==> config.mk <==
export PLATFORM = sky130hd
export DESIGN_NAME = nrcr_host
export DESIGN_NICKNAME = d
export VERILOG_FILES = /design/src/shared/nrcr_pkg.sv /design/src/hw/nrcr_sync.sv /design/src/hw/nrcr_host.sv
export VERILOG_INCLUDE_DIRS = /design/src /design/src/shared
export SDC_FILE = /design/constraint.sdc
export NUM_CORES = 1
export LEC_CHECK = 0
export BUFFER_PORTS_ARGS = -buffer_cell sky130_fd_sc_hd__buf_4
export CORE_MARGIN = 2
export CORE_UTILIZATION = 50
export DETAILED_ROUTE_END_ITERATION = 10
export PLACE_DENSITY = 0.72
export SKIP_CTS_REPAIR_TIMING = 1
export SYNTH_ARGS = -nofsm -noshare
export SYNTH_HDL_FRONTEND = slang
export SYNTH_SLANG_ARGS = --single-unit
export TNS_END_PERCENT = 20
==> constraint.sdc <==
create_clock -name ref_clk -period 5.8 [get_ports ref_clk]
set_input_delay 0.87 -clock ref_clk [delete_from_list [all_inputs] [get_ports ref_clk]]
set_output_delay 0.87 -clock ref_clk [all_outputs]
set_load 0.01 [all_outputs]
==> src/shared/nrcr_cfg.svh <==
// Constants for the cached NAND read host: opcodes, register map,
// field positions, reset values and pin timing counts.
// Assumes a single 50 MHz clock; included by its bare name.
`ifndef NRCR_CFG_SVH
`define NRCR_CFG_SVH

// Clock rate and rounding of a least time up to whole cycles
`define NRCR_CLK_MHZ 50
`define NRCR_CYC(ns) (((ns) * `NRCR_CLK_MHZ + 999) / 1000)

// Pin timing, least times in ns
`define NRCR_T_WP_NS 40
`define NRCR_T_WH_NS 40
`define NRCR_T_RP_NS 120
`define NRCR_T_REH_NS 40
`define NRCR_T_WB_NS 200
`define NRCR_WP_CYC 8'(`NRCR_CYC(`NRCR_T_WP_NS))
`define NRCR_WH_CYC 8'(`NRCR_CYC(`NRCR_T_WH_NS))
`define NRCR_RP_CYC 8'(`NRCR_CYC(`NRCR_T_RP_NS))
`define NRCR_REH_CYC 8'(`NRCR_CYC(`NRCR_T_REH_NS))
`define NRCR_WB_CYC 8'(`NRCR_CYC(`NRCR_T_WB_NS))

// Device opcodes
`define NRCR_OPC_READ 8'h00
`define NRCR_OPC_READ_GO 8'h30
`define NRCR_OPC_CACHE_GO 8'h31
`define NRCR_OPC_CACHE_LAST 8'h3F
`define NRCR_OPC_COL 8'h05
`define NRCR_OPC_COL_GO 8'hE0
`define NRCR_OPC_STATUS 8'h70
`define NRCR_OPC_RESET 8'hFF

// Register byte offsets
`define NRCR_REG_CMD 8'h00
`define NRCR_REG_COL 8'h04
`define NRCR_REG_ROW 8'h08
`define NRCR_REG_DATA 8'h0C
`define NRCR_REG_STATE 8'h10
`define NRCR_REG_IRQ_STAT 8'h14
`define NRCR_REG_IRQ_MASK 8'h18

// Interrupt bit positions
`define NRCR_IRQ_DONE 0
`define NRCR_IRQ_REFUSED 1
`define NRCR_IRQ_READY 2

// Reset values
`define NRCR_COL_RST 16'h0000
`define NRCR_ROW_RST 24'h000000
`define NRCR_MASK_RST 3'h0

`endif

==> src/shared/nrcr_pkg.sv <==
// Types of the cached NAND read host: software ops, sequencer
// stages and the decoded shape of one device sequence.
package nrcr_pkg;

  // Op codes written to the command register, values 0 to 8
  typedef enum logic [3:0] {
    NRCR_OP_PAGE_READ,
    NRCR_OP_COL_CHANGE,
    NRCR_OP_CACHE_SEQ,
    NRCR_OP_CACHE_RAND,
    NRCR_OP_CACHE_LAST,
    NRCR_OP_READ_BYTE,
    NRCR_OP_STATUS,
    NRCR_OP_READ_MODE,
    NRCR_OP_RESET
  } nrcr_op_type;

  // Stage order matters: the sequencer walks it upward
  typedef enum logic [2:0] {
    S_IDLE, S_CMD1, S_ADDR, S_CMD2, S_WB, S_RB, S_READ, S_DONE
  } nrcr_st_type;

  typedef struct packed {
    logic c1_en;
    logic [7:0] c1;
    logic [2:0] naddr;
    logic c2_en;
    logic [7:0] c2;
    logic busy;
    logic rd;
  } nrcr_seq_type;

endpackage

==> src/hw/nrcr_sync.sv <==
// Three-flop input synchroniser with agreement filter.
// Assumes the input is asynchronous to clk; output moves only
// when the second and third stages agree.
`timescale 1ns/1ps
module nrcr_sync #(
  parameter int W = 1,
  parameter logic [W-1:0] INIT = '0
) (
  input wire logic clk,
  input wire logic rst_n,
  input wire logic [W-1:0] d,
  output logic [W-1:0] q
);
  logic [W-1:0] s1_q, s2_q, s3_q;

  // Stage one is read only by stage two
  always_ff @(posedge clk or negedge rst_n) begin
    if (!rst_n) begin
      s1_q <= INIT;
      s2_q <= INIT;
      s3_q <= INIT;
      q <= INIT;
    end else begin
      s1_q <= d;
      s2_q <= s1_q;
      s3_q <= s2_q;
      if (s2_q == s3_q) begin
        q <= s3_q;
      end
    end
  end
endmodule

==> src/hw/nrcr_host.sv <==
// Host sequencer for random column and cached page reads on a NAND
// die, driven by software through a small register port.
// Assumes one 50 MHz clock; the die pins are asynchronous inputs.
//
// What this block does
// RL1: Column change is 05h, two column bytes, then E0h.
// RL2: Column change is refused until a plain page read has loaded a page.
// RL3: Column changes may repeat; they stay within the loaded page.
// RL4: Each read strobe pulse fetches one byte; column pointer advances.
// RL5: Cache mode starts after a page read; ready shows status 11.
// RL6: Opcode 31h fetches the next page of the same block.
// RL7: Random cached read is 00h, five address bytes, then 31h.
// RL8: First cached opcode after a page read leaves status 10.
// RL9: Further cached opcodes copy data to cache, fetch on, status 10.
// RL10: Opcode 3Fh copies data to cache, ends fetching, status 11.
// RL11: Status 00 busy, 10 cache readable and fetching, 11 all idle.
// RL12: After each cached busy phase output restarts at column 0.
// RL13: While the die is busy only status or reset are issued.
// RL14: While fetching, only status, read, cached, column, reset allowed.
// RL15: No 31h once the block's last page is in the data register.
// RL16: Random cached read keeps plane bit; else end with 3Fh first.
// RL17: After reading cache bytes continue with a cached opcode or 3Fh.
// RL18: Plain page read is 00h, five address bytes, 30h, then busy.
// RL19: Die busy times are configurable counts inside the die.
//
// The address map and the strobed register port were decided locally.
`timescale 1ns/1ps
`include "nrcr_cfg.svh"
module nrcr_host import nrcr_pkg::*; #(
  parameter int PAGES_PER_BLOCK = 128,
  parameter int PLANE_BIT = 7
) (
  input wire logic ref_clk,
  input wire logic nrst,
  input wire logic [7:0] reg_addr,
  input wire logic [31:0] reg_wdata,
  input wire logic reg_wr,
  input wire logic reg_rd,
  output logic [31:0] reg_rdata,
  output logic irq,
  output logic nand_ce_n,
  output logic nand_cle,
  output logic nand_ale,
  output logic nand_we_n,
  output logic nand_re_n,
  output logic [7:0] nand_dq_out,
  output logic nand_dq_oe,
  input wire logic [7:0] nand_dq_in,
  input wire logic nand_rb_n
);
  localparam int PB = $clog2(PAGES_PER_BLOCK);

  logic rst_meta_q, rst_n_q;
  logic rb_s, rb_prev_q;
  logic [7:0] dq_s;
  nrcr_st_type st_q;
  nrcr_op_type op_q, cmd_op;
  nrcr_seq_type seq_q;
  logic ph_q;
  logic [7:0] tcnt_q, lo_cyc, hi_cyc;
  logic [2:0] acnt_q;
  logic [15:0] col_q, colp_q;
  logic [23:0] row_q;
  logic [7:0] data_q;
  logic [2:0] mask_q, stat_q, ev_set, ev_clr;
  logic loaded_q, cache_q, fetch_q;
  logic [1:0] exp_q;
  logic plane_q;
  logic [PB-1:0] page_q;
  logic cmd_wr, cmd_ok, start, refuse, wr_stage, last_page;
  logic [7:0] abyte;

  // Walk to the next stage this sequence needs
  function automatic nrcr_st_type after(nrcr_st_type st,
                                        nrcr_seq_type s);
    nrcr_st_type n;
    n = S_DONE;
    if (st == S_WB) begin
      n = S_RB;
    end else if (st < S_CMD1 && s.c1_en) begin
      n = S_CMD1;
    end else if (st < S_ADDR && s.naddr != 3'h0) begin
      n = S_ADDR;
    end else if (st < S_CMD2 && s.c2_en) begin
      n = S_CMD2;
    end else if (st < S_WB && s.busy) begin
      n = S_WB;
    end else if (st < S_READ && s.rd) begin
      n = S_READ;
    end
    return n;
  endfunction

  // Device sequence for each software op
  function automatic nrcr_seq_type decode(nrcr_op_type op);
    nrcr_seq_type s;
    s = '0;
    unique case (op)
      NRCR_OP_PAGE_READ: begin // [RL18]
        s.c1_en = 1'b1;
        s.c1 = `NRCR_OPC_READ;
        s.naddr = 3'h5;
        s.c2_en = 1'b1;
        s.c2 = `NRCR_OPC_READ_GO;
        s.busy = 1'b1;
      end
      NRCR_OP_COL_CHANGE: begin // [RL1]
        s.c1_en = 1'b1;
        s.c1 = `NRCR_OPC_COL;
        s.naddr = 3'h2;
        s.c2_en = 1'b1;
        s.c2 = `NRCR_OPC_COL_GO;
      end
      NRCR_OP_CACHE_SEQ: begin // [RL6]
        s.c1_en = 1'b1;
        s.c1 = `NRCR_OPC_CACHE_GO;
        s.busy = 1'b1;
      end
      NRCR_OP_CACHE_RAND: begin // [RL7]
        s.c1_en = 1'b1;
        s.c1 = `NRCR_OPC_READ;
        s.naddr = 3'h5;
        s.c2_en = 1'b1;
        s.c2 = `NRCR_OPC_CACHE_GO;
        s.busy = 1'b1;
      end
      NRCR_OP_CACHE_LAST: begin // [RL10]
        s.c1_en = 1'b1;
        s.c1 = `NRCR_OPC_CACHE_LAST;
        s.busy = 1'b1;
      end
      NRCR_OP_READ_BYTE: s.rd = 1'b1; // [RL4]
      NRCR_OP_STATUS: begin
        s.c1_en = 1'b1;
        s.c1 = `NRCR_OPC_STATUS;
        s.rd = 1'b1;
      end
      NRCR_OP_READ_MODE: begin
        s.c1_en = 1'b1;
        s.c1 = `NRCR_OPC_READ;
      end
      NRCR_OP_RESET: begin
        s.c1_en = 1'b1;
        s.c1 = `NRCR_OPC_RESET;
        s.busy = 1'b1;
      end
      default: s = '0;
    endcase
    return s;
  endfunction

  // Reset release through two flops
  always_ff @(posedge ref_clk or negedge nrst) begin
    if (!nrst) begin
      rst_meta_q <= 1'b0;
      rst_n_q <= 1'b0;
    end else begin
      rst_meta_q <= 1'b1;
      rst_n_q <= rst_meta_q;
    end
  end

  nrcr_sync #(.W(1), .INIT(1'b1)) u_rb_sync (
    .clk(ref_clk),
    .rst_n(rst_n_q),
    .d(nand_rb_n),
    .q(rb_s)
  );

  nrcr_sync #(.W(8), .INIT(8'h00)) u_dq_sync (
    .clk(ref_clk),
    .rst_n(rst_n_q),
    .d(nand_dq_in),
    .q(dq_s)
  );

  // Legality of a new op against what the die is doing
  always_comb begin
    cmd_op = nrcr_op_type'(reg_wdata[3:0]);
    cmd_wr = reg_wr && (reg_addr == `NRCR_REG_CMD);
    last_page = (page_q == PB'(PAGES_PER_BLOCK - 1));
    cmd_ok = (st_q == S_IDLE) && (reg_wdata[3:0] <= 4'(NRCR_OP_RESET));
    if (!rb_s && !(cmd_op inside {NRCR_OP_STATUS, NRCR_OP_RESET})) begin
      cmd_ok = 1'b0; // [RL13]
    end
    if (cmd_op == NRCR_OP_COL_CHANGE && !loaded_q) begin
      cmd_ok = 1'b0; // [RL2] [RL3]
    end
    if (cmd_op inside {NRCR_OP_CACHE_SEQ, NRCR_OP_CACHE_RAND,
                       NRCR_OP_CACHE_LAST} && !loaded_q) begin
      cmd_ok = 1'b0; // [RL5]
    end
    if (cmd_op == NRCR_OP_CACHE_LAST && !cache_q) begin
      cmd_ok = 1'b0; // [RL17]
    end
    if (cmd_op == NRCR_OP_CACHE_SEQ && last_page) begin
      cmd_ok = 1'b0; // [RL15]
    end
    if (cmd_op == NRCR_OP_CACHE_RAND && row_q[PLANE_BIT] != plane_q) begin
      cmd_ok = 1'b0; // [RL16]
    end
    if (cmd_op == NRCR_OP_PAGE_READ && cache_q) begin
      cmd_ok = 1'b0; // [RL14] [RL17]
    end
    start = cmd_wr && cmd_ok;
    refuse = cmd_wr && !cmd_ok;
    wr_stage = st_q inside {S_CMD1, S_ADDR, S_CMD2};
    lo_cyc = (st_q == S_READ) ? `NRCR_RP_CYC : `NRCR_WP_CYC + 8'h01;
    hi_cyc = (st_q == S_READ) ? `NRCR_REH_CYC : `NRCR_WH_CYC;
    unique case (acnt_q)
      3'h0: abyte = col_q[7:0];
      3'h1: abyte = col_q[15:8];
      3'h2: abyte = row_q[7:0];
      3'h3: abyte = row_q[15:8];
      default: abyte = row_q[23:16];
    endcase
  end

  // Stage sequencer; one strobe per command, address or data cycle
  always_ff @(posedge ref_clk or negedge rst_n_q) begin
    if (!rst_n_q) begin
      st_q <= S_IDLE;
      op_q <= NRCR_OP_PAGE_READ;
      seq_q <= '0;
      ph_q <= 1'b0;
      tcnt_q <= 8'h00;
      acnt_q <= 3'h0;
    end else begin
      unique case (st_q)
        S_IDLE: begin
          if (start) begin
            op_q <= cmd_op;
            seq_q <= decode(cmd_op);
            st_q <= after(S_IDLE, decode(cmd_op));
            ph_q <= 1'b0;
            tcnt_q <= 8'h00;
            acnt_q <= 3'h0;
          end
        end
        S_CMD1, S_ADDR, S_CMD2, S_READ: begin
          if (!ph_q) begin
            if (tcnt_q == lo_cyc - 8'h01) begin
              ph_q <= 1'b1;
              tcnt_q <= 8'h00;
            end else begin
              tcnt_q <= tcnt_q + 8'h01;
            end
          end else if (tcnt_q == hi_cyc - 8'h01) begin
            ph_q <= 1'b0;
            tcnt_q <= 8'h00;
            if (st_q == S_ADDR && acnt_q != seq_q.naddr - 3'h1) begin
              acnt_q <= acnt_q + 3'h1;
            end else begin
              st_q <= after(st_q, seq_q);
            end
          end else begin
            tcnt_q <= tcnt_q + 8'h01;
          end
        end
        S_WB: begin
          // Busy line needs time to fall before it means anything
          if (tcnt_q == `NRCR_WB_CYC - 8'h01) begin
            st_q <= S_RB;
            tcnt_q <= 8'h00;
          end else begin
            tcnt_q <= tcnt_q + 8'h01;
          end
        end
        S_RB: begin
          if (rb_s) begin
            st_q <= after(S_RB, seq_q); // [RL13]
          end
        end
        S_DONE: st_q <= S_IDLE;
      endcase
    end
  end

  // Pins follow the stage one cycle later; WE falls a cycle after
  // CLE, ALE and DQ settle so setup holds
  always_ff @(posedge ref_clk or negedge rst_n_q) begin
    if (!rst_n_q) begin
      nand_ce_n <= 1'b1;
      nand_cle <= 1'b0;
      nand_ale <= 1'b0;
      nand_we_n <= 1'b1;
      nand_re_n <= 1'b1;
      nand_dq_oe <= 1'b0;
      nand_dq_out <= 8'h00;
    end else begin
      nand_ce_n <= (st_q == S_IDLE);
      nand_cle <= st_q inside {S_CMD1, S_CMD2};
      nand_ale <= (st_q == S_ADDR);
      nand_we_n <= !(wr_stage && !ph_q && tcnt_q != 8'h00);
      nand_re_n <= !(st_q == S_READ && !ph_q); // [RL4]
      nand_dq_oe <= wr_stage;
      nand_dq_out <= (st_q == S_CMD1) ? seq_q.c1 :
                     (st_q == S_CMD2) ? seq_q.c2 :
                     (st_q == S_ADDR) ? abyte : 8'h00;
    end
  end

  // Byte capture at the end of the read strobe low time; the low
  // time covers access time plus synchroniser lag
  always_ff @(posedge ref_clk or negedge rst_n_q) begin
    if (!rst_n_q) begin
      data_q <= 8'h00;
    end else if (st_q == S_READ && !ph_q && tcnt_q == lo_cyc - 8'h01) begin
      data_q <= dq_s;
    end
  end

  // Host view of the die: loaded page, cache mode, column pointer
  always_ff @(posedge ref_clk or negedge rst_n_q) begin
    if (!rst_n_q) begin
      loaded_q <= 1'b0;
      cache_q <= 1'b0;
      fetch_q <= 1'b0;
      exp_q <= 2'h3;
      plane_q <= 1'b0;
      page_q <= '0;
      colp_q <= 16'h0000;
    end else if (st_q == S_DONE) begin
      unique case (op_q)
        NRCR_OP_PAGE_READ: begin
          loaded_q <= 1'b1;
          exp_q <= 2'h3; // [RL5]
          page_q <= row_q[PB-1:0];
          plane_q <= row_q[PLANE_BIT];
          colp_q <= col_q;
        end
        NRCR_OP_CACHE_SEQ: begin
          cache_q <= 1'b1; // [RL8] [RL9]
          fetch_q <= 1'b1;
          exp_q <= 2'h2; // [RL11]
          page_q <= page_q + PB'(1); // [RL6]
          colp_q <= 16'h0000; // [RL12]
        end
        NRCR_OP_CACHE_RAND: begin
          cache_q <= 1'b1; // [RL7] [RL9]
          fetch_q <= 1'b1;
          exp_q <= 2'h2; // [RL11]
          page_q <= row_q[PB-1:0];
          colp_q <= 16'h0000; // [RL12]
        end
        NRCR_OP_CACHE_LAST: begin
          cache_q <= 1'b0; // [RL10]
          fetch_q <= 1'b0;
          exp_q <= 2'h3; // [RL11]
          colp_q <= 16'h0000; // [RL12]
        end
        NRCR_OP_COL_CHANGE: colp_q <= col_q; // [RL1]
        NRCR_OP_READ_BYTE: colp_q <= colp_q + 16'h0001; // [RL4]
        NRCR_OP_RESET: begin
          loaded_q <= 1'b0;
          cache_q <= 1'b0;
          fetch_q <= 1'b0;
          exp_q <= 2'h3;
          colp_q <= 16'h0000;
        end
        default: colp_q <= colp_q;
      endcase
    end
  end

  // Software registers; a set in the clearing cycle wins
  always_comb begin
    ev_set = 3'h0;
    ev_set[`NRCR_IRQ_DONE] = (st_q == S_DONE);
    ev_set[`NRCR_IRQ_REFUSED] = refuse;
    ev_set[`NRCR_IRQ_READY] = rb_s && !rb_prev_q;
    ev_clr = (reg_wr && reg_addr == `NRCR_REG_IRQ_STAT) ?
             reg_wdata[2:0] : 3'h0;
  end

  always_ff @(posedge ref_clk or negedge rst_n_q) begin
    if (!rst_n_q) begin
      col_q <= `NRCR_COL_RST;
      row_q <= `NRCR_ROW_RST;
      mask_q <= `NRCR_MASK_RST;
      stat_q <= 3'h0;
      rb_prev_q <= 1'b1;
    end else begin
      rb_prev_q <= rb_s;
      stat_q <= (stat_q & ~ev_clr) | ev_set;
      if (reg_wr && reg_addr == `NRCR_REG_COL) begin
        col_q <= reg_wdata[15:0];
      end
      if (reg_wr && reg_addr == `NRCR_REG_ROW) begin
        row_q <= reg_wdata[23:0];
      end
      if (reg_wr && reg_addr == `NRCR_REG_IRQ_MASK) begin
        mask_q <= reg_wdata[2:0];
      end
    end
  end

  // Read data stand only in the cycle after the strobe
  always_ff @(posedge ref_clk or negedge rst_n_q) begin
    if (!rst_n_q) begin
      reg_rdata <= 32'h00000000;
    end else if (!reg_rd) begin
      reg_rdata <= 32'h00000000;
    end else begin
      unique case (reg_addr)
        `NRCR_REG_COL: reg_rdata <= {16'h0000, col_q};
        `NRCR_REG_ROW: reg_rdata <= {8'h00, row_q};
        `NRCR_REG_DATA: reg_rdata <= {24'h000000, data_q};
        `NRCR_REG_STATE: reg_rdata <= {colp_q, 8'h00, last_page,
                                      exp_q, fetch_q, cache_q,
                                      loaded_q, rb_s, st_q != S_IDLE};
        `NRCR_REG_IRQ_STAT: reg_rdata <= {29'h00000000, stat_q};
        `NRCR_REG_IRQ_MASK: reg_rdata <= {29'h00000000, mask_q};
        default: reg_rdata <= 32'h00000000;
      endcase
    end
  end

  assign irq = |(stat_q & mask_q);
endmodule

### Word-level counts from Yosys, hierarchy flattened

Cells that the tools add are included.
Widths: inputs -> output; s select.

* add/subtract/negate cells: 6
* order comparisons: 6
* eq/ne operators: 45
* mux-type cells: 66
* bitwise gates (word level): 4
* reduce and logical (&&, ||, !) cells: 77

Operators by type and width (number)
* $pmux 32 s6: 1
* $mux 8: 8
* $mux 3: 18
* $pmux 9 s6: 1
* $pmux 16 s3: 1
* $pmux 12 s3: 1
* $mux 32: 1
* $pmux 8 s4: 1
* $logic_and 1x1->1: 26
* $eq 4x3->1 const B: 6
* $eq 8x4->1 const B: 3
* $eq 8x5->1 const B: 3
* $mux 12: 2
* $pmux 8 s3: 1
* $reduce_bool 3->1: 7
* $mux 1: 20
* $mux 9: 2
* $reduce_and 2->1: 9
* $add 16x1->16 const B: 1
* $eq 4x2->1 const B: 4
* $eq 8x8->1: 2
* $pmux 3 s5: 1
* $pmux 7 s2: 1
* $reduce_bool 2->1: 7
* other kinds (40): 77

* register bits: 209
* bits of input ports: 53
* output and inout bits: 47
* logic and storage cells: 246

### Depth between registers and ports, before layout

* depth after elaboration: 21
* mapped depth: 11
* depth with buffers taken out: 8

### By module

A second synthesis with hierarchy kept.

* cells, all modules: 842
* area, all modules: 9195.1 µm²

By module, submodules not included
* nrcr_host: times used 1, cells an instance 786, area each 8101.5 µm², sequential area each 4035.1 µm²
* nrcr_sync at u_dq_sync: times used 1, cells an instance 51, area each 977.2 µm², sequential area each 800.8 µm²
* nrcr_sync at u_rb_sync: times used 1, cells an instance 5, area each 116.4 µm², sequential area each 105.1 µm²

### Worst setup path before layout

OpenSTA, ideal clock, no wires.

* path type: input -> register
* start point: in reg_addr[4]
* end point: reg acnt_q[2]
* library setup time: 125 ps
* arrival: 2534 ps
* path slack: 3142 ps
* stages: 7
* cell sequence: clkbuf_1 nor4_2 nand3_1 a211oi_1 nand2_1 a21oi_2 mux2_2

* word-level cells in the longest chain between the ends: 5

Ends and longest elaborated chain
* start: declaration: line nrcr_host.sv:35 `input wire logic [7:0] reg_addr,`
* $logic_not 8->1 (no line)
* $logic_and 1x1->1: line nrcr_host.sv:180 `` cmd_wr = reg_wr && (reg_addr == `NRCR_REG_CMD); ``
* $logic_and 1x1->1: line nrcr_host.sv:205 `start = cmd_wr && cmd_ok;`
* $ne 2x2->1 (no line)
* $reduce_and 5->1 (no line)
* end signal: assignment: line nrcr_host.sv:252 `acnt_q <= acnt_q + 3'h1;`
* end: declaration: line nrcr_host.sv:61 `logic [2:0] acnt_q;`

No other way between the ends.
A chain may end at the register's enable or synchronous reset.

### Worst setup path in the final report

* start point: reg st_q[0]
* end point: reg tcnt_q[7]

* word-level cells in the longest chain between the ends: 12
* elaborated cells on any way between the ends: 25

Ends and longest elaborated chain
* start: declaration: line nrcr_host.sv:56 `nrcr_st_type st_q;`
* start signal: assignment: line nrcr_host.sv:234 `st_q <= after(S_IDLE, decode(cmd_op));`
* start signal: assignment: line nrcr_host.sv:254 `st_q <= after(st_q, seq_q);`
* start signal: assignment: line nrcr_host.sv:271 `st_q <= after(S_RB, seq_q);`
* parallel branches: the longest is 12 deep, another holds $sub 3x1->4
* end signal: assignment: line nrcr_host.sv:246 `tcnt_q <= tcnt_q + 8'h01;`
* end signal: assignment: line nrcr_host.sv:257 `tcnt_q <= tcnt_q + 8'h01;`
* end signal: assignment: line nrcr_host.sv:266 `tcnt_q <= tcnt_q + 8'h01;`
* end: declaration: line nrcr_host.sv:60 `logic [7:0] tcnt_q, lo_cyc, hi_cyc;`

Several ways; the timed one is not identified.

==> flow_metrics.env <==
export IMPL_status="finished, final reports clean"
export IMPL_dieArea_sq_mm=0.0192
export IMPL_gp_congestion=0.890
export IMPL_htree_levels=4
export IMPL_setup_worst_path_class="reg -> reg"
export IMPL_drtAntennaViolNets=0
export IMPL_ys_seq_area_share_pct=54.5
export IMPL_clock_sinks=197
export IMPL_die_h_um=139
export IMPL_synth_compound_area_share_pct=17.1
export IMPL_fillCellCount=1499
export IMPL_synth_top_family_by_area="compound AO/OA/AOI/OAI gates"
export IMPL_synth_seq_cells=197
export IMPL_core_sq_mm=0.0179
export IMPL_ioPinCount=100
export IMPL_finalClockSkew_ns=0.0127
export IMPL_wl_per_cell_um=18.8
export IMPL_dp_hpwl_um=14800
export IMPL_muxShareOfSynthArea_pct=7.01
export IMPL_finalHoldViolations=0
export IMPL_dpl_instance_area_sq_mm=0.00984
export IMPL_slew_headroom_pct=27.1
export IMPL_worstPathRequired_ns=6.13
export IMPL_worstMarginPinSlew_ns=1.09
export IMPL_cp_data_arrival_time_ns=3.51
export IMPL_initial_utilization_pct=50.6
export IMPL_antenna_found_initial=0
export IMPL_finalNonFillerCells=1168
export IMPL_yosys_warnings=0
export IMPL_nets=991
export IMPL_startpoint="st_q[0]"
export IMPL_hp_class="in -> async"
export IMPL_dp_cells=1136
export IMPL_dp_slack_ns=2.68
export IMPL_drv_slew=0
export IMPL_die_w_um=139
export IMPL_synthXorXnorAreaFrac_pct=1.45
export IMPL_final_common_cell="dfrtp_1"
export IMPL_grt_pass1_vias=6753
export IMPL_cts_root_buffer="clkbuf_16"
export IMPL_cts_tree="built"
export IMPL_cts_buffers=17
export IMPL_drv_cap=0
export IMPL_synth_area_sq_mm=0.00906
export IMPL_r2r_start="st_q[0]"
export IMPL_p_total_mw=2.81
export IMPL_setup_viol=0
export IMPL_yosys_area_share_simple_pct=14.2
export IMPL_clock_latency_ns=0.45
export IMPL_multi_input_area_sq_mm=0.00377
export IMPL_crit_path_max_fanout=27
export IMPL_p_leak_nw=4.85
export IMPL_drtPass1Iterations=5
export IMPL_period_needed_ns=3.18
export IMPL_synth_main_ff_cell="dfrtp_1"
export IMPL_hold_slack_ns=0.187
export IMPL_num_rows=49
export IMPL_grt_use_total_pct=23.4
export IMPL_detail_route_iter0_violations=712
export IMPL_synthAdderAreaFrac_pct=1.77
export IMPL_antenna_cells=0
export IMPL_finalSetupTns_ns=0
export IMPL_ir_worst_vdd_v=0.000237
export IMPL_ys_async_sr_fraction_pct=100
export IMPL_final_area_sq_mm=0.0105
export IMPL_drc=0
export IMPL_wirelength_um=22000
export IMPL_port_buffers=91
export IMPL_fin_util_pct=58.5
export IMPL_cellPowerDensity_mw_per_mm2=268
export IMPL_timing_fmax_mhz=315
export IMPL_area_growth_pct=15.6
export IMPL_vias=7007
export IMPL_cts_buffer_depth=2
export IMPL_synth_nets=928
export IMPL_synth_edf_count=0
export IMPL_mostFrequentLayoutCells="dfrtp_1, buf_4, nand2_1, o21ai_0, nor2_1"
export IMPL_layout_setup_ws_ns=2.62
export IMPL_routed_via_density=6.00
export IMPL_path_clk_slew_ns=0.08
export IMPL_rsz0062_at_grt="false"
export IMPL_postSynthAreaPerCell_sq_um=10.5
export IMPL_layout_drive_gt1_share_pct=22.5
export IMPL_end_kind="flop"
export IMPL_ys_types=77
export IMPL_synth_cells=863
export IMPL_finalCritPeriodShare_pct=54.8
export IMPL_grt_pass1_wl_um=35800
export IMPL_seq_area_sq_mm=0.00494
export IMPL_cp_start_kind="flop"
export IMPL_grt_max_degree=171
export IMPL_grt_overflow=0
[flip-flops by register name (all words and copies together) (netlist names), 4 cells and up]
register        flops
tcnt_q              8
op_q                4
col_q              16
u_dq_sync.s1_q      8
colp_q             16
u_dq_sync.q         8
u_dq_sync.s2_q      8
seq_q              12
u_dq_sync.s3_q      8
data_q              8
nand_dq_out         8
row_q              24
reg_rdata          32
page_q              7
[layout make-up]
| cell class | instances | share of cell area [%] |
|---|---|---|
| clock inverters | 15 | 1.99 |
| inverters | 29 | 1.04 |
| clock buffers | 17 | 4.06 |
| flip-flops and latches | 197 | 47.2 |
| multi-input cells | 585 | 36.0 |
| repair buffers | 96 | 7.00 |
| well taps | 229 | 2.73 |
[layer usage]
metal / global-route usage, % / wire [um] / part of all wire, %
met5: 0 / 0 / 0
met4: 8.77 / 475 / 2.2
met3: 4.90 / 1480 / 6.7
met2: 35.7 / 10000 / 46
met1: 33.3 / 9990 / 45
[synthesized netlist by cell type (7+ instances only)]
| cell type | instances | area share (%) |
|---|---|---|
| a21oi_1 | 51 | 2.8 |
| a222oi_1 | 12 | 1.3 |
| a22oi_1 | 28 | 2.3 |
| a31oi_1 | 8 | 0.55 |
| and3_1 | 15 | 1.0 |
| clkbuf_1 | 44 | 1.8 |
| dfrtp_1 | 188 | 52 |
| dfstp_2 | 9 | 2.6 |
| ha_1 | 12 | 1.7 |
| inv_1 | 28 | 1.2 |
| mux2_2 | 52 | 6.5 |
| nand2_1 | 75 | 3.1 |
| nand3_1 | 25 | 1.4 |
| nor2_1 | 72 | 3.0 |
| nor3_1 | 17 | 0.94 |
| nor4_1 | 7 | 0.48 |
| o21ai_0 | 75 | 4.1 |
| xor2_1 | 9 | 0.87 |
[final timing paths]
kind,to,slack [ns],depth (start not counted)
hold / removal,rst_n_q,0.19,1
hold reg to reg,seq_q[14],0.24,0
setup reg to reg,tcnt_q[7],2.62,8
setup / recovery,tcnt_q[7],2.62,8
max in group asynchronous,u_dq_sync.q[2],4.36,1
min in group ref_clk,u_dq_sync.s2_q[1],0.35,0
[kinds of logic (layout without fill, tap and decap cells)]
group / Yosys count / after routing
compound gates: 238 / 238
xor+xnor: 15 / 15
fa+ha+maj: 13 / 13
buf+inv: 81 / 157
flops: 197 / 197
mux: 57 / 57
other cells: 1 / 1
simple gates: 261 / 261
[where the power goes]
group	switching, mW	internal, mW	total, mW
Combinational	0.0678	0.0562	0.124
Sequential	0.0353	1.41	1.44
Clock	0.635	0.602	1.24
[worst max-delay path, cell delays in order (launching register included)]
cell      delay, ns
dfrtp_1        0.68
nor2_1         0.36
nand2_1        0.27
inv_1          0.27
o221ai_1       0.16
a31oi_1        0.25
nor3b_4        0.46
o21ai_1        0.23
a221o_2        0.37
(Power assumes the default switching activity.)
